--- src/design/irq_ctrl_defs.vh ---
// register offsets, field positions, vectors and reset values of the interrupt controller
`ifndef IRQ_CTRL_DEFS_VH
`define IRQ_CTRL_DEFS_VH

// register addresses (data memory space)
`define ADDR_CTRL_FIRST   8'h0b
`define ADDR_CTRL_SECOND  8'h1e
`define ADDR_IRQ_STATUS   8'h20
`define ADDR_IRQ_MASK     8'h21
`define ADDR_EDGE_SEL     8'h22

// first control register fields
`define F1_GLOBAL_EN      0
`define F1_EXT_A_EN       1
`define F1_EXT_B_EN       2
`define F1_COUNTER_EN     3
`define F1_EXT_A_FLAG     4
`define F1_EXT_B_FLAG     5
`define F1_COUNTER_FLAG   6

// second control register fields
`define F2_TIMEBASE_EN    0
`define F2_TICK_EN        1
`define F2_TIMEBASE_FLAG  4
`define F2_TICK_FLAG      5

// source indices, also priority order (0 highest)
`define SRC_EXT_A         0
`define SRC_EXT_B         1
`define SRC_COUNTER       2
`define SRC_TIMEBASE      3
`define SRC_TICK          4
`define NUM_SRC           5

// call vectors
`define VEC_EXT_A         11'h004
`define VEC_EXT_B         11'h008
`define VEC_COUNTER       11'h00c
`define VEC_TIMEBASE      11'h010
`define VEC_TICK          11'h014

// edge select codes per external pin
`define EDGE_FALL         2'h0
`define EDGE_RISE         2'h1
`define EDGE_BOTH         2'h2

// reset values
`define RST_BYTE          8'h00
`define RST_EDGE_SEL      4'h0

`endif

--- src/design/prioritized_interrupt_vectoring.v ---
// interrupt controller: request flags, enables, priority and vectored call
//
// Contract
// - time base flag, enable, global enable, stack not full: call 10H.
// - vectoring to time base clears its flag and global enable.
// - each clock tick pulse sets the tick flag, bit 5 of second register.
// - tick flag, enable, global enable, stack not full: call 14H.
// - vectoring to tick clears its flag and global enable.
// - other acknowledgments held until enabling return or enables set again.
// - enabling return sets global enable; plain return leaves it alone.
// - requests between two phase-two pulses are serviced at the later pulse.
// - fixed priority 04H, 08H, 0CH, 10H, 14H for simultaneous requests.
// - global enable cleared masks every source.
// - disabled request not serviced, but its flag still recorded.
// - flags stay set until serviced or cleared by software.
// - first register: enables bits 0-3, flags bits 4-6, bit 7 zero.
// - second register: enables bits 0-1, flags bits 4-5, rest zero.
// - external pins set flags on chosen edge; vectoring clears flag, global.
// - no acknowledgment while the return stack is full.
`include "irq_ctrl_defs.vh"

module prioritized_interrupt_vectoring #(
  parameter AW = 8,
  parameter VW = 11
) (
  // clock, reset, enable
  input  wire          clock,
  input  wire          srst,
  input  wire          clk_en,
  // register port
  input  wire [AW-1:0] addr,
  input  wire [7:0]    wdata,
  input  wire          wr,
  input  wire          rd,
  output reg  [7:0]    rdata,
  // processor core
  input  wire          phase_two_pulse,
  input  wire          stack_full,
  input  wire          irq_exit_restore,
  input  wire          subroutine_exit,
  output reg           call_req,
  output reg  [VW-1:0] call_vector,
  // request sources
  input  wire          ext_pin_a,
  input  wire          ext_pin_b,
  input  wire          counter_overflow,
  input  wire          timebase_tick,
  input  wire          clock_tick,
  // host interrupt
  output reg           irq
);

  // -----------------------------
  // state
  // -----------------------------
  reg                global_irq_enable_reg;
  reg  [`NUM_SRC-1:0] src_en_reg;
  reg  [`NUM_SRC-1:0] src_flag_reg;
  reg  [3:0]         edge_sel_reg;
  reg  [7:0]         status_reg;
  reg  [7:0]         mask_reg;
  reg  [7:0]         rdata_next;
  reg  [`NUM_SRC-1:0] flag_next;
  reg  [`NUM_SRC-1:0] sw_clr;
  reg  [VW-1:0]      vec_next;
  reg  [7:0]         status_next;

  wire               ext_a_edge;
  wire               ext_b_edge;
  wire [`NUM_SRC-1:0] raw_evt;
  wire [`NUM_SRC-1:0] eligible;
  wire [`NUM_SRC-1:0] grant;
  wire               ack;
  wire               wr_first;
  wire               wr_second;

  // -----------------------------
  // external pin edge detectors
  // -----------------------------
  pin_edge_detect u_edge_a (
    .clock      (clock),
    .srst       (srst),
    .clk_en     (clk_en),
    .pin        (ext_pin_a),
    .edge_sel   (edge_sel_reg[1:0]),
    .edge_pulse (ext_a_edge)
  );

  pin_edge_detect u_edge_b (
    .clock      (clock),
    .srst       (srst),
    .clk_en     (clk_en),
    .pin        (ext_pin_b),
    .edge_sel   (edge_sel_reg[3:2]),
    .edge_pulse (ext_b_edge)
  );

  // internal sources are same-clock pulses, pins come through synchronisers
  assign raw_evt = {clock_tick, timebase_tick, counter_overflow, ext_b_edge, ext_a_edge};

  // -----------------------------
  // arbitration
  // -----------------------------
  // only enabled pending requests compete
  assign eligible = src_flag_reg & src_en_reg;

  irq_arbiter #(
    .N (`NUM_SRC)
  ) u_arb (
    .eligible (eligible),
    .grant    (grant)
  );

  // acknowledge only at a phase-two pulse, globally enabled, stack has room
  assign ack = phase_two_pulse & global_irq_enable_reg & ~stack_full & (|eligible);

  assign wr_first  = wr & (addr == `ADDR_CTRL_FIRST);
  assign wr_second = wr & (addr == `ADDR_CTRL_SECOND);

  // -----------------------------
  // vector lookup from the one-hot grant
  // -----------------------------
  always @* begin
    vec_next = `VEC_EXT_A;
    case (1'b1)
      grant[`SRC_EXT_A]:    vec_next = `VEC_EXT_A;
      grant[`SRC_EXT_B]:    vec_next = `VEC_EXT_B;
      grant[`SRC_COUNTER]:  vec_next = `VEC_COUNTER;
      grant[`SRC_TIMEBASE]: vec_next = `VEC_TIMEBASE;
      grant[`SRC_TICK]:     vec_next = `VEC_TICK;
      default:              vec_next = `VEC_EXT_A;
    endcase
  end

  // -----------------------------
  // software flag clears: a write of zero to a flag bit clears it
  // -----------------------------
  always @* begin
    sw_clr = {`NUM_SRC{1'b0}};
    if (wr_first) begin
      sw_clr[`SRC_EXT_A]   = ~wdata[`F1_EXT_A_FLAG];
      sw_clr[`SRC_EXT_B]   = ~wdata[`F1_EXT_B_FLAG];
      sw_clr[`SRC_COUNTER] = ~wdata[`F1_COUNTER_FLAG];
    end
    if (wr_second) begin
      sw_clr[`SRC_TIMEBASE] = ~wdata[`F2_TIMEBASE_FLAG];
      sw_clr[`SRC_TICK]     = ~wdata[`F2_TICK_FLAG];
    end
  end

  // -----------------------------
  // flag update: service clear, software clear, then a new event wins
  // -----------------------------
  always @* begin
    flag_next = src_flag_reg;
    if (ack) begin
      flag_next = flag_next & ~grant;
    end
    flag_next = flag_next & ~sw_clr;
    // software may also set a flag by writing one
    if (wr_first) begin
      flag_next[`SRC_EXT_A]   = flag_next[`SRC_EXT_A] | wdata[`F1_EXT_A_FLAG];
      flag_next[`SRC_EXT_B]   = flag_next[`SRC_EXT_B] | wdata[`F1_EXT_B_FLAG];
      flag_next[`SRC_COUNTER] = flag_next[`SRC_COUNTER] | wdata[`F1_COUNTER_FLAG];
    end
    if (wr_second) begin
      flag_next[`SRC_TIMEBASE] = flag_next[`SRC_TIMEBASE] | wdata[`F2_TIMEBASE_FLAG];
      flag_next[`SRC_TICK]     = flag_next[`SRC_TICK] | wdata[`F2_TICK_FLAG];
    end
    // an event in the clearing cycle is not lost
    flag_next = flag_next | raw_evt;
  end

  // -----------------------------
  // enables and global enable
  // -----------------------------
  always @(posedge clock) begin
    if (srst) begin
      global_irq_enable_reg <= 1'b0;
      src_en_reg            <= {`NUM_SRC{1'b0}};
      edge_sel_reg          <= `RST_EDGE_SEL;
      src_flag_reg          <= {`NUM_SRC{1'b0}};
    end else if (clk_en) begin
      src_flag_reg <= flag_next;
      if (wr_first) begin
        src_en_reg[`SRC_EXT_A]   <= wdata[`F1_EXT_A_EN];
        src_en_reg[`SRC_EXT_B]   <= wdata[`F1_EXT_B_EN];
        src_en_reg[`SRC_COUNTER] <= wdata[`F1_COUNTER_EN];
      end
      if (wr_second) begin
        src_en_reg[`SRC_TIMEBASE] <= wdata[`F2_TIMEBASE_EN];
        src_en_reg[`SRC_TICK]     <= wdata[`F2_TICK_EN];
      end
      if (wr & (addr == `ADDR_EDGE_SEL)) begin
        edge_sel_reg <= wdata[3:0];
      end
      // acknowledge blocks nesting; enabling return reopens it
      if (ack) begin
        global_irq_enable_reg <= 1'b0;
      end else if (irq_exit_restore) begin
        global_irq_enable_reg <= 1'b1;
      end else if (wr_first) begin
        global_irq_enable_reg <= wdata[`F1_GLOBAL_EN];
      end
      // plain return deliberately has no branch here, so a same-cycle
      // software write or enabling return is never overridden by it
    end
  end

  // -----------------------------
  // call request to the core, one cycle per acknowledgment
  // -----------------------------
  always @(posedge clock) begin
    if (srst) begin
      call_req    <= 1'b0;
      call_vector <= {VW{1'b0}};
    end else if (clk_en) begin
      call_req <= ack;
      if (ack) begin
        call_vector <= vec_next;
      end
    end
  end

  // -----------------------------
  // host status, sticky per source, cleared by reading it
  // -----------------------------
  always @* begin
    status_next = status_reg;
    if (rd & (addr == `ADDR_IRQ_STATUS)) begin
      status_next = `RST_BYTE;
    end
    // set wins over the read clear
    status_next[`NUM_SRC-1:0] = status_next[`NUM_SRC-1:0] | raw_evt;
  end

  always @(posedge clock) begin
    if (srst) begin
      status_reg <= `RST_BYTE;
      mask_reg   <= `RST_BYTE;
      irq        <= 1'b0;
    end else if (clk_en) begin
      status_reg <= status_next;
      if (wr & (addr == `ADDR_IRQ_MASK)) begin
        mask_reg <= wdata;
      end
      irq <= |(status_next & mask_reg);
    end
  end

  // -----------------------------
  // read mux; unmapped addresses read zero
  // -----------------------------
  always @* begin
    rdata_next = `RST_BYTE;
    case (addr)
      `ADDR_CTRL_FIRST: begin
        rdata_next[`F1_GLOBAL_EN]    = global_irq_enable_reg;
        rdata_next[`F1_EXT_A_EN]     = src_en_reg[`SRC_EXT_A];
        rdata_next[`F1_EXT_B_EN]     = src_en_reg[`SRC_EXT_B];
        rdata_next[`F1_COUNTER_EN]   = src_en_reg[`SRC_COUNTER];
        rdata_next[`F1_EXT_A_FLAG]   = src_flag_reg[`SRC_EXT_A];
        rdata_next[`F1_EXT_B_FLAG]   = src_flag_reg[`SRC_EXT_B];
        rdata_next[`F1_COUNTER_FLAG] = src_flag_reg[`SRC_COUNTER];
      end
      `ADDR_CTRL_SECOND: begin
        rdata_next[`F2_TIMEBASE_EN]   = src_en_reg[`SRC_TIMEBASE];
        rdata_next[`F2_TICK_EN]       = src_en_reg[`SRC_TICK];
        rdata_next[`F2_TIMEBASE_FLAG] = src_flag_reg[`SRC_TIMEBASE];
        rdata_next[`F2_TICK_FLAG]     = src_flag_reg[`SRC_TICK];
      end
      `ADDR_IRQ_STATUS: rdata_next = status_reg;
      `ADDR_IRQ_MASK:   rdata_next = mask_reg;
      `ADDR_EDGE_SEL:   rdata_next = {4'h0, edge_sel_reg};
      default:          rdata_next = `RST_BYTE;
    endcase
  end

  // read data stand only in the cycle after the strobe
  always @(posedge clock) begin
    if (srst) begin
      rdata <= `RST_BYTE;
    end else if (clk_en) begin
      rdata <= rd ? rdata_next : `RST_BYTE;
    end
  end

endmodule

--- src/design/pin_edge_detect.v ---
// external interrupt pin synchroniser with selectable edge detection
`include "irq_ctrl_defs.vh"

module pin_edge_detect (
  // clock and reset
  input  wire       clock,
  input  wire       srst,
  input  wire       clk_en,
  // pin and edge selection
  input  wire       pin,
  input  wire [1:0] edge_sel,
  // one-cycle edge pulse
  output reg        edge_pulse
);

  reg sync1_reg;
  reg sync2_reg;
  reg last_reg;

  // -----------------------------
  // two-stage synchroniser, then edge compare on the second stage only
  // -----------------------------
  always @(posedge clock) begin
    if (srst) begin
      sync1_reg  <= 1'b1;
      sync2_reg  <= 1'b1;
      last_reg   <= 1'b1;
      edge_pulse <= 1'b0;
    end else if (clk_en) begin
      sync1_reg <= pin;
      sync2_reg <= sync1_reg;
      last_reg  <= sync2_reg;
      case (edge_sel)
        `EDGE_FALL: edge_pulse <= last_reg & ~sync2_reg;
        `EDGE_RISE: edge_pulse <= ~last_reg & sync2_reg;
        `EDGE_BOTH: edge_pulse <= last_reg ^ sync2_reg;
        default:    edge_pulse <= last_reg & ~sync2_reg;
      endcase
    end
  end

endmodule

--- src/design/irq_arbiter.v ---
// fixed priority pick among enabled pending requests
`include "irq_ctrl_defs.vh"

module irq_arbiter #(
  parameter N = 5
) (
  // requests already gated by their own enable
  input  wire [N-1:0] eligible,
  // one-hot grant, lowest index wins
  output wire [N-1:0] grant
);

  wire [N:0] taken;

  assign taken[0] = 1'b0;

  // -----------------------------
  // ripple priority chain; a disabled request never blocks a lower one
  // -----------------------------
  genvar i;
  generate
    for (i = 0; i < N; i = i + 1) begin : g_pri
      assign grant[i]   = eligible[i] & ~taken[i];
      assign taken[i+1] = taken[i] | eligible[i];
    end
  endgenerate

endmodule

--- config.mk ---
export PLATFORM = sky130hd
export DESIGN_NAME = prioritized_interrupt_vectoring
export DESIGN_NICKNAME = d
export VERILOG_FILES = /design/src/design/prioritized_interrupt_vectoring.v /design/src/design/pin_edge_detect.v /design/src/design/irq_arbiter.v
export VERILOG_INCLUDE_DIRS = /design/src /design/src/design
export SDC_FILE = /design/constraint.sdc
export NUM_CORES = 1
export LEC_CHECK = 0
export ABC_AREA = 0
export ABC_CLOCK_PERIOD_IN_PS = 3600
export BUFFER_PORTS_ARGS = -buffer_cell sky130_fd_sc_hd__buf_2
export CORE_MARGIN = 3
export CORE_UTILIZATION = 59
export CTS_CLUSTER_SIZE = 25
export DETAILED_ROUTE_END_ITERATION = 8
export GPL_ROUTABILITY_DRIVEN = 0
export PLACE_DENSITY_LB_ADDON = 0.12
export REMOVE_ABC_BUFFERS = 1
export SLEW_MARGIN = 10
export SYNTH_ARGS = -nofsm -noshare
export SYNTH_HDL_FRONTEND = slang
export SYNTH_SLANG_ARGS = --single-unit
--- constraint.sdc ---
create_clock -name clock -period 3.6 [get_ports clock]
set_input_delay 0.54 -clock clock [delete_from_list [all_inputs] [get_ports clock]]
set_output_delay 0.54 -clock clock [all_outputs]
set_load 0.01 [all_outputs]
# Word level (Yosys, flattened, before mapping)
# Cells that the tools add are included.
# word_totals
ff_bits,60
# op_classes
n_eq_ne,9
mux,22
bitwise,46
n_reduce_logical,9
# op_table
cell,count
11-bit two-way mux,3
"8-bit by 6-bit equality test with 1-bit output, second input constant",3
1-bit bitwise AND,16
8-bit two-way mux,2
2-bit one-hot mux with 4 select lines,2
5-bit bitwise AND,3
5-bit two-way mux,3
1-bit NOT,12
2-bit AND reduction,6
5-bit NOT,2
5-bit bitwise OR,2
2-bit one-hot mux with 5 select lines,1
8-bit bitwise AND,1
"8-bit by 4-bit equality test with 1-bit output, second input constant",1
"8-bit by 5-bit equality test with 1-bit output, second input constant",1
1-bit bitwise OR,8
8-bit OR reduction,1
3-bit two-way mux,2
1-bit one-hot mux with 2 select lines,3
5-bit OR reduction,1
"2-bit by 1-bit equality test with 1-bit output, second input constant",2
"2-bit equality test, second input constant",2
2-bit two-way mux,2
1-bit two-way mux,3
3 further kinds,4

# Logic depth before layout (Yosys ltp)
# depth
depth_word,13
depth_mapped,7
ltp_nobuf,7

# By module
# A second synthesis with hierarchy kept.
# unflattened
cells_unflattened,322
area_unflattened_um2,2867.8
# by_module_without_submodules
module,instances,cells_per_inst,area_per_inst_um2,seq_area_each_um2
prioritized_interrupt_vectoring,1,264,2289.7,880.8
pin_edge_detect,2,26,261.5,80.1
irq_arbiter,1,6,55.1,0.0

# Worst setup path after synthesis
# OpenSTA, ideal clock, no wires.
# synth_path
path_type,in2reg
from,input port addr[3]
to,register mask_reg[0]
setup_ns,0.128
arrival_ns,1.910
slack_ns,1.563
stages,6
path_buffers,1
cell_sequence,or4b_4 > nor3_4 > and4_1 > buf_6 > mux2i_1 > nor2_1
# synth_between
elab_chain_cells,3
# synth_lines
item,line_no,source
start: declaration,prioritized_interrupt_vectoring.v:31,"input wire [AW-1:0] addr,"
8-bit by 6-bit equality test with 1-bit output,--,
1-bit bitwise AND,prioritized_interrupt_vectoring.v:244,if (wr & (addr == `ADDR_IRQ_MASK)) begin
2-bit AND reduction (no source line),--,
end signal: assignment,prioritized_interrupt_vectoring.v:240,mask_reg <= `RST_BYTE;
end signal: assignment,prioritized_interrupt_vectoring.v:245,mask_reg <= wdata;
end: declaration,prioritized_interrupt_vectoring.v:61,reg [7:0] mask_reg;
# No other way between the ends.
# A chain may end at the register's enable or synchronous reset.

# Final worst setup path
# Ends and elaborated chain as after synthesis.

==> run metrics <==
final hold slack between 0.4 and 0.5 ns; Rows 23; CTS Buf Count 5; wl on met1 between 2 and 3 mm; Placed Cells 380; detailed-route DRC error count 0; ranking of synthesized cells by area dfxtp_1 39%, mux2i_1 8.7%, nand2_1 4.5%; WP data arrival 2.42 ns; Final Non-Filler Cells ~390; initial drt markers 317; Top Metal Used met4; Clock transition at path regs approximately 0.090 ns; yosys warns 0; clk root buf clkbuf_8; total setup buffers inserted after CTS 0; Slew Limit Fails 0; most frequent cells in the layout 52 x dfxtp_1, 41 x buf_2, 32 x nand2_1; area leader, netlist dfxtp_1; vias in the first global route between 2,000 and 2,500; # port buffers slightly above 40; Post-Synth Adder-Cell Area 3.78%; Gates resized, CTS repair 0; Hold Path Class primary input to register; Worst path top cell family by delay simple AND/OR/NAND/NOR gates; post-synthesis compound-gate area fraction about 18%; n_diodes 0; core area ~4200 um^2; clock skew 0.00764 ns; Period minus WS final around 2.2 ns; total power per unit cell area approximately 370 nW/um^2; Die Y ~73 um; met3 WL 415 um; Synth async-reset ratio 0%; Worst Max-Slew Pin Slew 0.810 ns; final period utilization just over 60%; setup tns final 0 ns; synthesized area between 2000 and 3000 um^2; H-tree Lvls 2; WP depth 6; drt total wl 6.11 mm; share of cells above drive strength 1 between 10% and 20%; cells after synthesis roughly 300; DRT antenna net count 0; post-synth top area share 39.4%; synthesis-to-layout area growth 10.9%; Design Power 1100 uW; Max Clk Rate 449 MHz; Die ar. approximately 5300 um^2; Worst Reg2Reg Path Length in Cells 4; DR pass1 iterations 4; sequential-to-total area share from yosys stat about two fifths; first-pass GRT wire length between 10 and 15 mm; CP peak stage delay just under 0.6 ns; Final nets 375; CP Cell Sequence buf_2, or4b_4, nor3_4, and4_1, mux2i_1, nor2_1; Max-Cap Viols 0; WL per Instance about 16 um; mux contribution to synthesized area a little over a tenth; Synth Register Bits 52; Die W roughly 73 um; clock buffer depth 2; Worst setup EP type register; CTS sink cnt 52; most common cell after layout, fill and taps aside dfxtp_1; critical path type primary input to register; clk_lat worst skew roughly 0.31 ns; EDFF count, synth 0; vias per cell 5.94; startpoint types primary input; xor/xnor cell area share of the yosys netlist 0%; syn_area_per_cell 8.67 um^2; VDD IR max about 0.29 mV; # hold bufs at CTS 0; P_leak 0.00127 uW; crit-path max FO 8; Post-Synth Simple-Gate Area between 15 and 20%; status finished, final reports clean; Via Count between 2,000 and 2,500; largest family of logic cells by synthesized area simple AND/OR/NAND/NOR gates; Most used DFF post-synth dfxtp_1; Hold Vio Cnt, Final 0; initial antenna violation count 0; final core occ a little over two thirds; Buf/Inv on CP 1; Crit-path slowest cell and4_1; total track usage about a quarter; CTS tree built; met2 wire len roughly 2.8 mm; Starting Density a little under two thirds; Max-slew headroom a little under half; CP required approximately 3.8 ns; synth unique cells 48; Hold Path Stages 3; largest net degree at the start of global routing 44; Ports between 50 and 60; DP Wirelength 4.37 mm; RSZ-0062 raised after global routing false; GRT Residual Overflow 0; final setup violation count 0
==> report_power, final <==
| group | internal (uW) | switching, uW | leakage, uW |
|---|---|---|---|
| clock network | 206 | 193 | 0.0000541 |
| logic | 37.5 | 61.4 | 0.000789 |
| registers | 588 | 11.5 | 0.000423 |
==> logic make-up (layout without fill, tap and decap cells) <==
kind of cell | Yosys count | count (layout)
compound gates | 68 | 68
fa+ha+maj | 8 | 8
buf+inv | 48 | 74
flops | 52 | 52
mux | 27 | 27
other cells | 1 | 8
simple gates | 101 | 101
==> per-stage QoR <==
stage	instance area [um^2]	setup WS, ns
final	2930	1.37
after global routing	2930	1.27
after CTS	2930	1.39
after detailed placement	2820	1.08
after global placement	2820	1.09
after floorplan	2540	1.44
==> cell usage after synthesis, drive strengths merged (2+ instances only) <==
cell type / n
dfxtp: 52
nand2: 32
nor2: 29
inv: 23
mux2i: 23
a21oi: 16
clkbuf: 13
buf: 12
nand3: 9
o21ai: 9
ha: 8
a22oi: 6
o32ai: 6
a222oi: 5
and3: 5
nand4: 5
a22o: 4
mux2: 4
nand2b: 4
o211ai: 4
a31oi: 3
nor4: 3
nor4b: 3
a21o: 2
a311oi: 2
and3b: 2
and4: 2
nor2b: 2
nor3: 2
o21bai: 2
o2bb2ai: 2
==> final cells by class <==
| cell class | instances | area, um^2 |
|---|---|---|
| clock buffer | 5 | 68.8 |
| clock inverter | 3 | 42.5 |
| fill | 352 | 1240 |
| inverter | 23 | 86.3 |
| multi-input combinational | 212 | 1410 |
| sequential | 52 | 1040 |
| tap | 50 | 62.6 |
| timing repair buffer | 43 | 220 |
==> final timing paths <==
kind                                      from                                  to  slack [ns]
setup / recovery                       addr[3]            mask_reg[0]$_SDFFE_PP0P_        1.37
hold / removal                       ext_pin_b     u_edge_b.sync1_reg$_SDFFE_PP1P_        0.44
setup reg to reg  src_flag_reg[2]$_SDFFE_PP0P_  global_irq_enable_reg$_SDFFE_PP0P_        1.64
hold reg to reg    call_vector[3]$_SDFFE_PP0P_         call_vector[3]$_SDFFE_PP0P_        0.45
==> worst register-to-register path, stage by stage, from the launching register on <==
cell and delay (ns):
dfxtp_1 0.36, a222oi_1 0.76, a21boi_0 0.35, a21o_1 0.24, a211oi_1 0.18
==> metal layers <==
layer,GRT usage (%),vias up
met5,0,-
met4,7.17,0
met3,5.65,9
met2,40.7,86
met1,33.2,1073
li1,-,1135
No activity file was read; power rests on OpenSTA's default activity.
